==> src/verilog/umsbr_regs.vh <==
/*
  Register indexes, field positions and reset values of the block.
  Assumes one 32-bit word per register, data in the low byte.
*/
`ifndef UMSBR_REGS_VH
`define UMSBR_REGS_VH

// ****************************************************************
// Register word indexes (byte address bits 5:2)
// ****************************************************************
`define UMSBR_IDX_RXBUF 4'h0
`define UMSBR_IDX_INTEN 4'h1
`define UMSBR_IDX_FIFOCTL 4'h2
`define UMSBR_IDX_LINECTL 4'h3
`define UMSBR_IDX_MODEMCTL 4'h4
`define UMSBR_IDX_LINESTAT 4'h5
`define UMSBR_IDX_MODEMSTAT 4'h6
`define UMSBR_IDX_SCRATCH 4'h7
`define UMSBR_IDX_DIVLO 4'h8
`define UMSBR_IDX_DIVHI 4'h9

// ****************************************************************
// Field positions
// ****************************************************************
`define UMSBR_INTEN_RXDATA 0
`define UMSBR_INTEN_MODEM 3
`define UMSBR_FIFOCTL_EN 0
`define UMSBR_FIFOCTL_CLR 1
`define UMSBR_MODEMCTL_DTR 0
`define UMSBR_MODEMCTL_RTS 1
`define UMSBR_MODEMCTL_USER1 2
`define UMSBR_MODEMCTL_USER2 3
`define UMSBR_MODEMCTL_LOOP 4
`define UMSBR_MODEMCTL_AUTOFLOW 5
`define UMSBR_LINECTL_STOP 2
`define UMSBR_LINECTL_PAREN 3
`define UMSBR_LINECTL_EVEN 4
`define UMSBR_LINECTL_STICK 5

// ****************************************************************
// Reset values and constants
// ****************************************************************
`define UMSBR_RST_BYTE 8'h00
`define UMSBR_RST_DIV 16'h0000
`define UMSBR_RST_LINECTL 8'h03
`define UMSBR_BUS_ZERO 32'h0000_0000
`define UMSBR_MID_START 4'h7
`define UMSBR_MID_BIT 4'hF

`endif

==> src/verilog/umsbr_rx_fifo.v <==
/*
  Receive buffer array: one write port, one registered read port.
  Assumes the caller keeps pointers and count.
*/
`timescale 1ns/1ns

module umsbr_rx_fifo #(
  parameter WIDTH = 11,
  parameter DEPTH = 16,
  parameter AW = 4
) (
  input wire i_clk,
  input wire i_wr_en,
  input wire [AW-1:0] i_wr_addr,
  input wire [WIDTH-1:0] i_wr_data,
  input wire [AW-1:0] i_rd_addr,
  output reg [WIDTH-1:0] o_rd_data
);

  // ****************************************************************
  // Array
  // ****************************************************************
  reg [WIDTH-1:0] mem [0:DEPTH-1]; // Character plus error flags

  // Write port; no reset so the array maps onto plain RAM
  always @(posedge i_clk) begin
    if (i_wr_en) begin
      mem[i_wr_addr] <= i_wr_data;
    end
  end

  // Registered read; caller allows one clock after a pointer move
  always @(posedge i_clk) begin
    o_rd_data <= mem[i_rd_addr];
  end

endmodule // umsbr_rx_fifo

==> src/verilog/umsbr_top.v <==
/*
  Modem status, baud generator, receive path and scratch register,
  reached over Avalon-MM with waitrequest.
  Assumes i_clk is also the baud reference clock.
*/
// Chosen here: register access over Avalon-MM and the register offsets.
// Overview of operation
// Reading modem status clears four change bits
// Bit 0 flags any CTS level change; code holds bit 0 at zero while autoflow is enabled
// CTS change interrupts only without autoflow
// Bit 1 flags any DSR level change
// Bit 2 flags RI low-to-high trailing edge
// Bit 3 flags any DCD level change
// DSR, ring, DCD changes raise modem interrupt
// Bit 4 inverse CTS, loopback gives RTS
// Bit 5 inverse DSR, loopback gives DTR
// Bit 6 inverse RI, loopback gives user one
// Bit 7 inverse DCD, loopback gives user two
// Divide reference clock by 1 to 65535
// Divider output is sixteen times baud
// Divisor held as two byte latches
// Latch write reloads baud counter at once
// Software loads both latches before use
// Shift in characters into sixteen-byte buffer
// Receive timing from divisor, framing from line control
// Single-char mode: data interrupt until buffer read
// Buffer mode: interrupt from trigger setting
// Scratch byte stores data, affects nothing
// Modem control bit 5 enables autoflow
// Loopback takes change sources from modem control
// Handshake inputs synchronised before edge detection
// Change coinciding with read is kept
`timescale 1ns/1ns
`include "umsbr_regs.vh"

module umsbr_top #(
  parameter DEPTH = 16,
  parameter AW = 4
) (
  input wire i_clk,
  input wire i_sys_rst,
  input wire [5:0] i_avs_address,
  input wire i_avs_read,
  input wire i_avs_write,
  input wire [31:0] i_avs_writedata,
  input wire [3:0] i_avs_byteenable,
  output reg [31:0] o_avs_readdata,
  output reg o_avs_waitrequest,
  input wire i_rx,
  input wire i_cts_n,
  input wire i_dsr_n,
  input wire i_ri_n,
  input wire i_dcd_n,
  output reg o_dtr_n,
  output reg o_rts_n,
  output reg o_user_output_one_n,
  output reg o_user_output_two_n,
  output reg o_rx_data_irq,
  output reg o_modem_status_irq
);

  // ****************************************************************
  // Receiver states
  // ****************************************************************
  localparam [2:0] ST_IDLE = 3'd0;
  localparam [2:0] ST_START = 3'd1;
  localparam [2:0] ST_DATA = 3'd2;
  localparam [2:0] ST_PARITY = 3'd3;
  localparam [2:0] ST_STOP = 3'd4;
  localparam [2:0] ST_WAIT_MARK = 3'd5;

  // ****************************************************************
  // Declarations
  // ****************************************************************
  reg [7:0] int_enable; // Interrupt enables
  reg [7:0] fifo_control; // Buffer mode and trigger
  reg [7:0] line_control_register; // Framing settings
  reg [7:0] modem_control_register; // Handshake and loop controls
  reg [7:0] scratchpad; // Free byte for software
  reg [7:0] div_lo, div_hi; // Divisor low and high latches
  reg [3:0] delta, delta_shown; // Change bits, and those shown to a pending read
  reg [3:0] line_err, line_err_shown; // Overrun, parity, framing, break; shown copy
  reg [3:0] hs_meta, hs_sync; // Synchroniser stages one and two
  reg [3:0] level_prev; // Last seen status bits 7:4
  reg rx_meta, rx_sync; // Receive line synchroniser
  reg [15:0] baud_cnt; // Divider down counter
  reg tick16; // One pulse per 16x period
  reg [2:0] rx_state;
  reg [3:0] smp_cnt; // Ticks within a bit
  reg [2:0] bit_idx; // Data bit being shifted
  reg [7:0] receive_shift_register;
  reg par_acc, par_bit; // Running parity of data bits; received parity bit
  reg [AW-1:0] wr_ptr, rd_ptr; // Buffer pointers
  reg [AW:0] count; // Characters held
  reg [1:0] bus_phase; // 0 idle, 1 decoding, 2 answered
  reg [7:0] rd_byte; // Read mux output
  reg [3:0] levels, new_delta; // Current status bits 7:4; change events this cycle
  wire [4:0] trig_level; // Buffer trigger count
  wire [15:0] divisor = {div_hi, div_lo};
  wire [3:0] idx = i_avs_address[5:2];
  wire wr_acc = i_avs_write & ~o_avs_waitrequest & i_avs_byteenable[0];
  wire rd_acc = i_avs_read & ~o_avs_waitrequest;
  wire [7:0] wdat = i_avs_writedata[7:0];
  wire loop_on = modem_control_register[`UMSBR_MODEMCTL_LOOP];
  wire autoflow_enable = modem_control_register[`UMSBR_MODEMCTL_AUTOFLOW];
  wire fifo_on = fifo_control[`UMSBR_FIFOCTL_EN];
  wire [2:0] nbits_m1 = {1'b1, line_control_register[1:0]};
  wire par_en = line_control_register[`UMSBR_LINECTL_PAREN];
  wire [10:0] head; // Head entry: errors and character
  wire push_stop = (rx_state == ST_STOP) & tick16 & (smp_cnt == `UMSBR_MID_BIT);
  wire is_full = fifo_on ? (count == DEPTH) : (count != 0);
  wire pop = rd_acc & (idx == `UMSBR_IDX_RXBUF) & (count != 0);
  wire push_ok = push_stop & ~is_full;
  wire clr_fifo = wr_acc & (idx == `UMSBR_IDX_FIFOCTL) & (wdat[1] | (wdat[0] != fifo_on));
  wire [7:0] aligned = receive_shift_register >> (3'd7 - nbits_m1);
  wire stop_low = ~rx_sync;
  wire perr = par_en & ((line_control_register[`UMSBR_LINECTL_STICK] ? par_bit :
              (par_acc ^ par_bit)) != ~line_control_register[`UMSBR_LINECTL_EVEN]);
  wire brk = stop_low & (aligned == 8'h00) & ~par_bit;

  // ****************************************************************
  // Receive buffer storage
  // ****************************************************************
  umsbr_rx_fifo #(.WIDTH(11), .DEPTH(DEPTH), .AW(AW)) u_store (
    .i_clk(i_clk),
    .i_wr_en(push_ok),
    .i_wr_addr(wr_ptr),
    .i_wr_data({brk, stop_low, perr, aligned}),
    .i_rd_addr(rd_ptr),
    .o_rd_data(head)
  );
  // ****************************************************************
  // Handshake status levels and change detection
  // ****************************************************************
  // Status bits 7:4: pins inverted, or looped from modem control
  always @* begin
    levels = ~hs_sync;
    if (loop_on) levels = {modem_control_register[`UMSBR_MODEMCTL_USER2],
                           modem_control_register[`UMSBR_MODEMCTL_USER1],
                           modem_control_register[`UMSBR_MODEMCTL_DTR],
                           modem_control_register[`UMSBR_MODEMCTL_RTS]};
    new_delta[0] = (levels[0] ^ level_prev[0]) & ~autoflow_enable;
    new_delta[1] = levels[1] ^ level_prev[1];
    new_delta[2] = level_prev[2] & ~levels[2];
    new_delta[3] = levels[3] ^ level_prev[3];
  end
  // Two-flop synchronisers; only stage two is read downstream
  always @(posedge i_clk) begin
    if (i_sys_rst) begin
      hs_meta <= 4'hF;
      hs_sync <= 4'hF;
      rx_meta <= 1'b1;
      rx_sync <= 1'b1;
      level_prev <= 4'h0;
    end else begin
      hs_meta <= {i_dcd_n, i_ri_n, i_dsr_n, i_cts_n};
      hs_sync <= hs_meta;
      rx_meta <= loop_on ? 1'b1 : i_rx; // Receiver cut off in loopback
      rx_sync <= rx_meta;
      level_prev <= levels;
    end
  end
  // Sticky change bits; only bits handed to the reader are cleared,
  // so an event in the read window survives
  always @(posedge i_clk) begin
    if (i_sys_rst) begin
      delta <= 4'h0;
    end else begin
      delta <= new_delta | (delta & ~({4{rd_acc & (idx == `UMSBR_IDX_MODEMSTAT)}} &
               delta_shown));
      if (autoflow_enable) delta[0] <= 1'b0;
    end
  end
  // ****************************************************************
  // Baud generator
  // ****************************************************************
  // Down counter; a latch write reloads it so no long first count
  always @(posedge i_clk) begin
    tick16 <= 1'b0; // Pulses only where the count ends
    if (i_sys_rst) baud_cnt <= `UMSBR_RST_DIV;
    else if (wr_acc & (idx == `UMSBR_IDX_DIVLO)) baud_cnt <= {div_hi, wdat};
    else if (wr_acc & (idx == `UMSBR_IDX_DIVHI)) baud_cnt <= {wdat, div_lo};
    else if (divisor == 16'h0000) baud_cnt <= baud_cnt; // Illegal zero: generator stops
    else if (baud_cnt <= 16'h0001) begin
      baud_cnt <= divisor;
      tick16 <= 1'b1;
    end else begin
      baud_cnt <= baud_cnt - 16'h0001;
    end
  end
  // ****************************************************************
  // Receiver
  // ****************************************************************
  // Start bit checked at mid point to reject glitches, then one
  // sample per 16 ticks; a break loads one zero then waits for mark
  always @(posedge i_clk) begin
    if (i_sys_rst) begin
      rx_state <= ST_IDLE;
      smp_cnt <= 4'h0;
      bit_idx <= 3'd0;
      receive_shift_register <= `UMSBR_RST_BYTE;
      par_acc <= 1'b0;
      par_bit <= 1'b0;
    end else begin
      case (rx_state)
        ST_IDLE: if (~rx_sync) rx_state <= ST_START; // Sample counter is already zero here
        ST_START: begin
          if (tick16) begin
            smp_cnt <= smp_cnt + 4'h1;
            if (smp_cnt == `UMSBR_MID_START) begin
              smp_cnt <= 4'h0;
              bit_idx <= 3'd0;
              par_acc <= 1'b0;
              par_bit <= 1'b0;
              rx_state <= rx_sync ? ST_IDLE : ST_DATA; // False start back to idle
            end
          end
        end
        ST_DATA: begin
          if (tick16) begin
            smp_cnt <= smp_cnt + 4'h1;
            if (smp_cnt == `UMSBR_MID_BIT) begin
              receive_shift_register <= {rx_sync, receive_shift_register[7:1]};
              par_acc <= par_acc ^ rx_sync;
              bit_idx <= bit_idx + 3'd1;
              if (bit_idx == nbits_m1) rx_state <= par_en ? ST_PARITY : ST_STOP;
            end
          end
        end
        ST_PARITY: begin
          if (tick16) begin
            smp_cnt <= smp_cnt + 4'h1;
            if (smp_cnt == `UMSBR_MID_BIT) begin
              par_bit <= rx_sync;
              rx_state <= ST_STOP;
            end
          end
        end
        ST_STOP: begin
          if (tick16) begin
            smp_cnt <= smp_cnt + 4'h1;
            if (smp_cnt == `UMSBR_MID_BIT) rx_state <= brk ? ST_WAIT_MARK : ST_IDLE;
          end
        end
        ST_WAIT_MARK: if (rx_sync) rx_state <= ST_IDLE;
        default: rx_state <= ST_IDLE;
      endcase
    end
  end
  // ****************************************************************
  // Receive buffer pointers and line errors
  // ****************************************************************
  // Single-character mode uses one slot; a character arriving while
  // it is occupied is dropped and flagged as overrun
  always @(posedge i_clk) begin
    if (i_sys_rst | clr_fifo) begin
      wr_ptr <= {AW{1'b0}};
      rd_ptr <= {AW{1'b0}};
      count <= {(AW+1){1'b0}};
    end else begin
      if (push_ok) wr_ptr <= wr_ptr + {{(AW-1){1'b0}}, 1'b1};
      if (pop) rd_ptr <= rd_ptr + {{(AW-1){1'b0}}, 1'b1};
      if (push_ok & ~pop) count <= count + {{AW{1'b0}}, 1'b1};
      else if (pop & ~push_ok) count <= count - {{AW{1'b0}}, 1'b1};
    end
  end
  // Error flags: overrun at push, others when their character
  // is popped from the head; a new error wins over the read clear
  always @(posedge i_clk) begin
    if (i_sys_rst) begin
      line_err <= 4'h0;
    end else begin
      line_err <= line_err & ~((rd_acc & (idx == `UMSBR_IDX_LINESTAT)) ? line_err_shown : 4'h0);
      if (push_stop & is_full) line_err[0] <= 1'b1; // Overrun: character dropped
      if (pop) line_err[3:1] <= line_err[3:1] | head[10:8]; // Head errors revealed
    end
  end
  // ****************************************************************
  // Control registers
  // ****************************************************************
  // Software writes take effect on the edge that ends the answer cycle
  always @(posedge i_clk) begin
    if (i_sys_rst) begin
      int_enable <= `UMSBR_RST_BYTE;
      fifo_control <= `UMSBR_RST_BYTE;
      line_control_register <= `UMSBR_RST_LINECTL;
      modem_control_register <= `UMSBR_RST_BYTE;
      scratchpad <= `UMSBR_RST_BYTE;
      div_lo <= `UMSBR_RST_BYTE;
      div_hi <= `UMSBR_RST_BYTE;
    end else if (wr_acc) begin
      case (idx)
        `UMSBR_IDX_INTEN: int_enable <= wdat;
        `UMSBR_IDX_FIFOCTL: fifo_control <= {wdat[7:2], 1'b0, wdat[0]}; // Clear self-resets
        `UMSBR_IDX_LINECTL: line_control_register <= wdat;
        `UMSBR_IDX_MODEMCTL: modem_control_register <= {2'b00, wdat[5:0]};
        `UMSBR_IDX_SCRATCH: scratchpad <= wdat;
        `UMSBR_IDX_DIVLO: div_lo <= wdat;
        `UMSBR_IDX_DIVHI: div_hi <= wdat;
        default: ; // Unmapped or read-only: write ignored
      endcase
    end
  end
  // ****************************************************************
  // Bus slave
  // ****************************************************************
  // Read mux; the buffer head is shown with the data-ready state
  always @* begin
    case (idx)
      `UMSBR_IDX_RXBUF: rd_byte = head[7:0];
      `UMSBR_IDX_INTEN: rd_byte = int_enable;
      `UMSBR_IDX_FIFOCTL: rd_byte = fifo_control;
      `UMSBR_IDX_LINECTL: rd_byte = line_control_register;
      `UMSBR_IDX_MODEMCTL: rd_byte = modem_control_register;
      `UMSBR_IDX_LINESTAT: rd_byte = {3'b000, line_err[3], line_err[1], line_err[2],
                                      line_err[0], count != 0};
      `UMSBR_IDX_MODEMSTAT: rd_byte = {levels, delta};
      `UMSBR_IDX_SCRATCH: rd_byte = scratchpad;
      `UMSBR_IDX_DIVLO: rd_byte = div_lo;
      `UMSBR_IDX_DIVHI: rd_byte = div_hi;
      default: rd_byte = 8'h00;
    endcase
  end
  // Two wait cycles, then one answer cycle; the gap lets the
  // registered buffer head settle after a pop
  always @(posedge i_clk) begin
    if (i_sys_rst) begin
      bus_phase <= 2'd0;
      o_avs_waitrequest <= 1'b1;
      o_avs_readdata <= `UMSBR_BUS_ZERO;
      delta_shown <= 4'h0;
      line_err_shown <= 4'h0;
    end else begin
      case (bus_phase)
        2'd0: if (i_avs_read | i_avs_write) bus_phase <= 2'd1;
        2'd1: begin
          bus_phase <= 2'd2;
          o_avs_waitrequest <= 1'b0;
          o_avs_readdata <= {24'h00_0000, rd_byte};
          delta_shown <= (i_avs_read & (idx == `UMSBR_IDX_MODEMSTAT)) ? delta : 4'h0;
          line_err_shown <= line_err;
        end
        default: begin
          bus_phase <= 2'd0;
          o_avs_waitrequest <= 1'b1;
        end
      endcase
    end
  end
  // ****************************************************************
  // Pins and interrupts
  // ****************************************************************
  // Receive data level: trigger count in buffer mode, any character
  // otherwise; trigger codes map to 1, 4, 8 and 14 characters
  assign trig_level = (fifo_control[7:6] == 2'b00) ? 5'd1 : (fifo_control[7:6] == 2'b01) ? 5'd4 :
                      (fifo_control[7:6] == 2'b10) ? 5'd8 : 5'd14;
  // Registered outputs; handshakes inactive in loopback
  always @(posedge i_clk) begin
    if (i_sys_rst) begin
      o_dtr_n <= 1'b1;
      o_rts_n <= 1'b1;
      o_user_output_one_n <= 1'b1;
      o_user_output_two_n <= 1'b1;
      o_rx_data_irq <= 1'b0;
      o_modem_status_irq <= 1'b0;
    end else begin
      o_dtr_n <= loop_on | ~modem_control_register[`UMSBR_MODEMCTL_DTR];
      o_rts_n <= loop_on | ~modem_control_register[`UMSBR_MODEMCTL_RTS];
      o_user_output_one_n <= loop_on | ~modem_control_register[`UMSBR_MODEMCTL_USER1];
      o_user_output_two_n <= loop_on | ~modem_control_register[`UMSBR_MODEMCTL_USER2];
      o_rx_data_irq <= int_enable[`UMSBR_INTEN_RXDATA] & (fifo_on ? (count >= trig_level) :
                       (count != 0));
      o_modem_status_irq <= int_enable[`UMSBR_INTEN_MODEM] &
                            ((delta[0] & ~autoflow_enable) | (|delta[3:1]));
    end
  end
endmodule // umsbr_top

==> config.mk <==
export PLATFORM = sky130hd
export DESIGN_NAME = umsbr_top
export DESIGN_NICKNAME = d
export VERILOG_FILES = /design/src/verilog/umsbr_rx_fifo.v /design/src/verilog/umsbr_top.v
export VERILOG_INCLUDE_DIRS = /design/src /design/src/verilog
export SDC_FILE = /design/constraint.sdc
export NUM_CORES = 1
export LEC_CHECK = 0
export BUFFER_PORTS_ARGS = -buffer_cell sky130_fd_sc_hd__buf_2
export CAP_MARGIN = 30
export CORE_ASPECT_RATIO = 2
export CORE_MARGIN = 2
export CORE_UTILIZATION = 60
export DETAILED_ROUTE_END_ITERATION = 12
export HOLD_SLACK_MARGIN = 0.12
export PLACE_DENSITY = 0.85
export SLEW_MARGIN = 0
export SYNTH_ARGS = -nofsm -noshare
export SYNTH_HDL_FRONTEND = slang
export SYNTH_HIERARCHICAL = 1
export SYNTH_SLANG_ARGS = --single-unit
==> constraint.sdc <==
create_clock -name i_clk -period 3.5 [get_ports i_clk]
set_input_delay 0.7 -clock i_clk [delete_from_list [all_inputs] [get_ports i_clk]]
set_output_delay 0.7 -clock i_clk [all_outputs]
set_load 0.01 [all_outputs]
==> results.ini, run 1 <==
[timing]
drv_slew=0
setup_slack_ns=0.401
final.setup_skew_ns=0.0161
whs_ns=0.307
rsz0062_at_grt=false
period_minus_slack_ns=3.10
tightest_slew_ns=0.990
max_freq_mhz=323
max_slew_margin_pct=32.1
fin_setup_tns_ns=0
finalCritPeriodShare_pct=88.5
finalSetupViolations=0
hold_viol=0

[setup_path]
startpoint=smp_cnt[0]
worstPathRequired_ns=4.00
r2r-start=smp_cnt[0]
crit_type=reg -> reg
cp.arrival_ns=3.60
startpoint_type=flop
crit_path_max_fanout=4
endpoint_kind=flop

[clock_tree]
cts_buffer_depth=3
hold_buffers=0
cts-buffers-inserted=29
clk_latency_ns=0.57
cts_tree=yes
htree_levels=1
cts_resized=0
path_clk_slew_ns=0.07
clockRootBuffer=clkbuf_16
cts.sinks=337
cts_setup_buffers=0

[detailed_routing]
wl_per_cell_um=21.9
drt-met1-wl_um=11900
drc=0
top_layer=met4
drt-pass1-iter-count=6
route.met2.wl_um=18400
vias_per_cell=6.36
final_antenna_net_count=0
drt_iter0_drc=949
totalWireLength_um=34300
vias=9953
met3_length_um=1390

[global_routing]
antenna_found_initial=0
grt_usage_pct=26.8
grt_pass1_wl_um=52800
grt_max_degree=54
overflow=0
grt_pass1_vias=9878

[floorplanning]
fp.dieArea_mm2=0.0257
io_pins=90
die_x_um=114
rows=80
coreArea_mm2=0.0239
die_h_um=225
initial_core_util_pct=61.2

[finish]
area_growth_pct=10.3
top_regs=u_store/mem (176), baud_cnt (16), u_store/o_rd_data (11)
final.fill_count=1673
top_register=u_store/mem
nets=1321
largest_reg_flops=176
drive_above_1_share_pct=14.9
antenna_cells=0

[power_and_ir_drop]
power_density_mw_per_mm2=499
peakVddDrop_v=0.000487
p_leak_nw=5.76

[yosys]
yosysMostFrequentCell=edfxtp_1
synth_edf_count=176
synth-seq-cells=337
syn_area_per_cell_um2=12.0
synth-async-reset-ratio_pct=0
ys_top_cells_by_area=edfxtp_1 36%, dfxtp_1 22%, mux4_2 4.5%
yosys_warnings=6
yosysTopAreaCellShare_pct=36.1
ys.flop_type=edfxtp_1
synth.cell_area_mm2=0.0146
yosysSeqAreaShare_pct=58.1
synthDistinctLibCells=79
ys_top_cells_by_count=176 x edfxtp_1, 161 x dfxtp_1, 129 x nand2_1
netlist_instances=1217
yosysTopAreaCell=edfxtp_1

[place]
place.gp.congestion=0.981
pre_cts_slack_ns=0.413
hpwl_um=24000
port-buffer-count=36

[job]
max_cap_violations=0

[run_status]
outcome=finished, final reports clean

[worst_hold_path]
min_from=i_dsr_n
worstHoldPathType=in -> reg

layout make-up:
cell class,count,area (µm²),share of cell area [%]
Sequential cell,337,8510,52.7
Multi-Input combinational cell,782,5600,34.7
Clock buffer,33,762,4.72
Timing Repair Buffer,83,549,3.40
Tap cell,287,359,2.22
Clock inverter,21,289,1.79
Inverter,22,82.6,0.511
kinds of logic after synthesis:
family	Yosys count	share of synthesized area (%)
AOI/OAI and AO/OA	214	9.85
buffers and inverters	121	4.32
xor gates and xnor gates	33	1.97
DFF	337	58.1
adders and majority gates	15	1.33
and+or+nand+nor	395	13.2
other	1	0.0256
muxes	101	11.2
worst max-delay path, stage by stage, from the launching register on:
cell,delay [ns]
dfxtp_1,0.38
ha_1,0.21
and3_1,0.21
and4_1,0.27
nor2b_1,0.25
ha_1,0.25
inv_1,0.11
fa_1,0.42
a21o_1,0.18
a21oi_1,0.17
xnor2_1,0.10
or3_1,0.32
a21oi_1,0.14
layout by cell type, fill, tap and decap left out, types with 16 or more instances in the layout:
cell	count
nor2_1	108
xor2_1	19
edfxtp_1	176
clkbuf_16	30
mux4_2	29
nand3_1	39
a21oi_1	82
a22oi_1	32
inv_1	21
mux2i_1	54
nor2b_1	17
buf_2	36
conb_1	24
nand2_1	129
o21ai_0	16
buf_4	45
mux4_1	16
dfxtp_1	159
report_power, final:
group / switching (mW) / internal (mW)
clock network: 1.46 / 2.03
registers: 0.0242 / 4.14
logic: 0.262 / 0.146
per-layer routing:
layer / global-route usage [%] / vias up
met3: 2.72 / 145
met1: 28.2 / 4917
met2: 49.4 / 345
met4: 18.0 / 0
li1: - / 4546
met5: 0 / -
through the flow:
stage | area [µm²] | total power, mW | utilization [%] | instances
2_1_floorplan | 14700 | 4.55 | - | 1240
3_3_place_gp | 15100 | 4.64 | 63.0 | 1508
3_5_place_dp | 15100 | 4.64 | 63.1 | 1510
4_1_cts | 16100 | 8.08 | 67.5 | 1564
5_1_grt | 16200 | 8.26 | 67.5 | 1565
6_report | 16200 | 8.06 | 67.5 | 1565
worst paths after layout:
| path | end | slack, ns | depth (start not counted) |
|---|---|---|---|
| max | count[4] | 0.40 | 12 |
| max reg2reg | count[4] | 0.40 | 12 |
| min | hs_meta[1] | 0.31 | 2 |
| min reg2reg | hs_sync[3] | 0.41 | 1 |
Note: power is estimated with default switching activity, not from simulation.
==> run 2, diff against run 1 <==
Settings changed: CORE_ASPECT_RATIO 2 to 1.4.
==> results.ini, run 2 (synthesized netlist as in run 1, its figures left out) <==
[timing]
max_slew_margin_pct=29.1  ; -3.0 points
final.setup_skew_ns=0.0103  ; -0.00574 ns
drv_slew=0  ; unchanged
rsz0062_at_grt=false
period_minus_slack_ns=3.13  ; +0.0275 ns
hold_viol=0  ; unchanged
finalCritPeriodShare_pct=89.3  ; +0.79 points
fin_setup_tns_ns=0  ; unchanged
max_freq_mhz=320  ; -0.88%
finalSetupViolations=0  ; unchanged
tightest_slew_ns=1.06  ; +0.0689 ns

[clock_tree]
hold_buffers=0  ; unchanged
htree_levels=1  ; unchanged
cts_tree=yes
cts-buffers-inserted=31  ; +6.9%
cts_setup_buffers=0  ; unchanged
path_clk_slew_ns=0.07  ; about the same
cts_buffer_depth=3  ; unchanged
clk_latency_ns=0.56  ; about the same
clockRootBuffer=clkbuf_16
cts_resized=0  ; unchanged
cts.sinks=337  ; unchanged

[detailed_routing]
drt-pass1-iter-count=5  ; -1
final_antenna_net_count=0  ; unchanged
vias=10100  ; +1.4%
vias_per_cell=6.33  ; -0.40%
totalWireLength_um=35700  ; +4.2%
drc=0  ; unchanged
drt_iter0_drc=1086  ; +14%
wl_per_cell_um=22.4  ; +2.4%

[worst_hold_path]
worstHoldPathType=in -> reg

[power_and_ir_drop]
peakVddDrop_v=0.000541  ; +11%
power_mw=7.98  ; -0.98%
p_leak_nw=5.75  ; -0.15%
power_density_mw_per_mm2=493  ; -1.2%

[finish]
drive_above_1_share_pct=15.2  ; +0.25 points
area_growth_pct=10.6
mostFrequentLayoutCell=edfxtp_1
nets=1325  ; +0.30%
largest_reg_flops=176  ; unchanged
mostFrequentLayoutCells=176 x edfxtp_1, 159 x dfxtp_1, 129 x nand2_1
antenna_cells=0  ; unchanged
top_register=u_store/mem
fin_area_mm2=0.0162  ; +0.22%
top_regs=u_store/mem (176), baud_cnt (16), u_store/o_rd_data (11)

[place]
dpl_cell_area_mm2=0.0152  ; +0.41%
hpwl_um=23400  ; -2.2%
place.gp.congestion=0.951  ; -3.1%
port-buffer-count=36  ; unchanged

[setup_path]
crit_type=reg -> reg
startpoint_type=flop
endpoint_kind=flop
worstPathRequired_ns=4.00  ; about the same
cp.arrival_ns=3.62  ; +0.02 ns
crit_path_max_fanout=5  ; +1

[global_routing]
overflow=0  ; unchanged
antenna_found_initial=0  ; unchanged
grt_usage_pct=28.1  ; +1.3 points
grt_pass1_vias=9898  ; +0.20%
grt_pass1_wl_um=55000  ; +4.0%
grt_max_degree=58  ; +7.4%

[floorplanning]
rows=67  ; -16%
die_x_um=136  ; +19%
coreArea_mm2=0.0240  ; +0.22%
die_h_um=189  ; -16%
initial_core_util_pct=61.1  ; -0.13 points
io_pins=90  ; unchanged
fp.dieArea_mm2=0.0257  ; -0.23%

[run_status]
outcome=finished, final reports clean

[job]
max_cap_violations=0  ; unchanged

run 2: area by class of cell:
class / instances / area [µm²]
clock inverters: 24 / 249
fillers: 1646 / 7790
clock buffers: 33 / 783
flip-flops and latches: 337 / 8510
repair buffers: 85 / 576
well taps: 310 / 388
inverters: 22 / 82.6
multi-input cells: 782 / 5600
run 2: worst max-delay path, cell delays in order, from the launching register on:
cell     delay (ns)
dfxtp_1        0.37
nor4_1         0.48
buf_4          0.22
nand2_1        0.08
and4_1         0.24
inv_1          0.07
ha_1           0.19
inv_1          0.11
fa_1           0.41
a21o_1         0.18
a21oi_1        0.20
xnor2_1        0.09
or3_1          0.31
a21oi_1        0.14
run 2: metal layers:
metal,global-route usage [%],vias to the layer above,share of wire [%]
li1,-,4550,-
met1,33.0,4959,36
met2,49.4,457,52
met3,3.42,125,6.5
met4,15.7,0,6.0
met5,0,-,0
run 2: power breakdown:
group          leakage, nW  switching (mW)  internal (mW)  total [mW]
clock network        0.483            1.49           1.93        3.41
registers             2.94          0.0232           4.14        4.16
logic                 2.33           0.259          0.144       0.403
run 2: worst paths after layout:
path / startpoint / end / slack [ns] / cells past startpoint
max: count[0] / count[4] / 0.37 / 13
min: i_dcd_n / hs_meta[3] / 0.32 / 2
max reg2reg: count[0] / count[4] / 0.37 / 13
min reg2reg: hs_meta[2] / hs_sync[2] / 0.41 / 1
run 2: per-stage QoR:
stage | cells | worst slack, ns | hold WS [ns] | utilization (%)
after floorplan | 1240 | 0.352 | 0.380 | -
after global placement | 1535 | 0.360 | 0.392 | 63.2
after detailed placement | 1536 | 0.346 | 0.395 | 63.2
after CTS | 1593 | 0.400 | 0.303 | 67.5
after global routing | 1593 | 0.218 | 0.305 | 67.5
final | 1593 | 0.374 | 0.320 | 67.5
==> run 3, diff against run 2 <==
Settings changed: CORE_MARGIN 2 to unset, SYNTH_HIERARCHICAL 1 to unset.
==> results.ini, run 3 <==
[setup_path]
ff2ff_setup_slack_ns=0.32  ; -0.05 ns
worstPathRequired_ns=3.98  ; -0.02 ns
endpoint_kind=flop
startpoint_type=flop
crit_path_max_fanout=5  ; unchanged
cp.arrival_ns=3.66  ; +0.04 ns
crit_type=reg -> reg

[yosys]
yosysTopAreaCellShare_pct=36.5  ; +0.36 points
netlist_instances=1178  ; -3.2%
yosysTopAreaCell=edfxtp_1
synth_edf_count=176  ; unchanged
ys_top_cells_by_area=edfxtp_1 36%, dfxtp_1 22%, mux4_2 9.2%
syn_area_per_cell_um2=12.3  ; +2.3%
yosys_warnings=0  ; -6
synth-seq-cells=337  ; unchanged
synthDistinctLibCells=74  ; -6.3%
synth-async-reset-ratio_pct=0  ; unchanged
yosysSeqAreaShare_pct=58.7  ; +0.58 points
ys.flop_type=edfxtp_1
yosysMostFrequentCell=edfxtp_1
ys_top_cells_by_count=176 x edfxtp_1, 161 x dfxtp_1, 106 x nand2_1
synth.cell_area_mm2=0.0145  ; -0.98%

[finish]
mostFrequentLayoutCells=176 x edfxtp_1, 159 x dfxtp_1, 106 x nand2_1
top_register=u_store.mem
multi_input_area_mm2=0.00552  ; -1.5%
nets=1291  ; -2.6%
area_growth_pct=11.4
top_regs=u_store.mem (176), baud_cnt (16), u_store.o_rd_data (11)
final.fill_count=1579  ; -4.1%
antenna_cells=0  ; unchanged
regArea_mm2=0.00851  ; unchanged
mostFrequentLayoutCell=edfxtp_1
largest_reg_flops=176  ; unchanged
drive_above_1_share_pct=18.2  ; +3.0 points
final_util_pct=68.8  ; +1.3 points
stdcell_count=1552  ; -2.6%

[worst_hold_path]
worstHoldPathType=in -> reg

[timing]
max_slew_margin_pct=40.4  ; +11 points
max_freq_mhz=315  ; -1.6%
rsz0062_at_grt=false
hold_viol=0  ; unchanged
fin_setup_tns_ns=0  ; unchanged
finalSetupViolations=0  ; unchanged
drv_slew=0  ; unchanged
finalCritPeriodShare_pct=90.8  ; +1.4 points
tightest_slew_ns=0.893  ; -0.166 ns
period_minus_slack_ns=3.18  ; +0.0502 ns
final.setup_skew_ns=0.0125  ; +0.00215 ns

[global_routing]
met3_usage_pct=3.95  ; +0.53 points
grt_pass1_vias=9890  ; -0.081%
grt_pass1_wl_um=53800  ; -2.2%
grt-busiest-layer=met2
overflow=0  ; unchanged
met2_usage_pct=50.1  ; +0.76 points
grt_max_degree=45  ; -22%
grt_use_met1_pct=32.4  ; -0.61 points
grt_usage_pct=28.4  ; +0.25 points
antenna_found_initial=0  ; unchanged

[detailed_routing]
drt_iter0_drc=848  ; -22%
drt-pass1-iter-count=6  ; +1
drc=0  ; unchanged
vias=9821  ; -2.7%
totalWireLength_um=34200  ; -4.3%
vias_per_cell=6.33  ; -0.10%
final_antenna_net_count=0  ; unchanged
wl_per_cell_um=22.0  ; -1.7%

[clock_tree]
cts_setup_buffers=0  ; unchanged
clockRootBuffer=clkbuf_16
htree_levels=1  ; unchanged
path_clk_slew_ns=0.07  ; about the same
cts.sinks=337  ; unchanged
hold_buffers=0  ; unchanged
cts_tree=yes
cts_buffer_depth=3  ; unchanged
cts-buffers-inserted=31  ; unchanged
clk_latency_ns=0.55  ; about the same
cts_resized=0  ; unchanged

[run_status]
outcome=finished, final reports clean

[place]
place.gp.congestion=0.925  ; -2.7%
port-buffer-count=36  ; unchanged
post-place-cells=1493  ; -2.8%
hpwl_um=23200  ; -1.2%

[floorplanning]
io_pins=90  ; unchanged
initial_core_util_pct=61.8  ; +0.75 points
fp.dieArea_mm2=0.0248  ; -3.5%
die_h_um=186  ; -1.5%
coreArea_mm2=0.0235  ; -2.2%
die_x_um=133  ; -1.9%
rows=66  ; -1.5%

[power_and_ir_drop]
peakVddDrop_v=0.000443  ; -18%
power_density_mw_per_mm2=499  ; +1.3%
power_mw=8.06  ; +1.1%
p_leak_nw=5.69  ; -1.1%

[job]
max_cap_violations=0  ; unchanged

[run 3: cell types whose count changed after synthesis, sizes merged, moves of 15 or more]
cell	before	now
nand2	131	106
buf	57	35
a22oi	32	11
clkbuf	42	62
o21ai	16	34
a21oi	83	68
[run 3: cell families (layout without fill, tap and decap cells)]
kind of cell    after synthesis  in the layout  share of synthesized area, %
buf+inv                     124            169                          3.89
xor+xnor                     31             31                          1.87
compound gates              194            194                          8.65
fa+ha+maj                    18             18                          1.61
flops                       337            337                          58.7
other cells                   1             24                        0.0259
mux                         123            123                          13.7
simple gates                350            350                          11.6
[run 3: final timing paths]
kind | start | end | cells past startpoint
max | count[0] | count[4] | 11
min | i_cts_n | hs_meta[0] | 2
min reg2reg | hs_meta[2] | hs_sync[2] | 1
max reg2reg | count[0] | count[4] | 11
[run 3: where the power goes]
group	leakage, nW	total (mW)	switching, mW	internal (mW)
Sequential	2.96	4.19	0.0392	4.15
Clock	0.520	3.48	1.44	2.04
Combinational	2.21	0.394	0.255	0.139
[run 3: cell type report]
type | instances | share of cell area, %
Multi-Input combinational cell | 740 | 34.2
Timing Repair Buffer | 85 | 3.56
Sequential cell | 337 | 52.7
Clock buffer | 37 | 5.08
Tap cell | 306 | 2.37
Inverter | 27 | 0.628
Clock inverter | 20 | 1.48
[run 3: critical path, stage by stage (launching register included)]
cell,delay [ns]
dfxtp_1,0.36
or4_1,0.65
mux2_2,0.34
nor2_1,0.17
ha_1,0.21
inv_1,0.11
fa_1,0.41
a21o_1,0.17
a21oi_1,0.18
xnor2_1,0.09
or3_1,0.30
a21oi_1,0.13
[run 3: metal layers]
metal / share of wire [%] / vias to the layer above
met5: 0 / -
met4: 6.4 / 0
met3: 6.0 / 148
met2: 52 / 453
met1: 36 / 4822
li1: - / 4398
[run 3: through the flow]
stage / area, µm² / setup WS, ns / hold slack (ns)
floorplan: 14600 / 0.0149 / 0.379
global placement: 15100 / 0.358 / 0.394
detailed placement: 15100 / 0.324 / 0.397
CTS: 16100 / 0.302 / 0.323
global route: 16100 / 0.123 / 0.324
finish: 16100 / 0.324 / 0.336
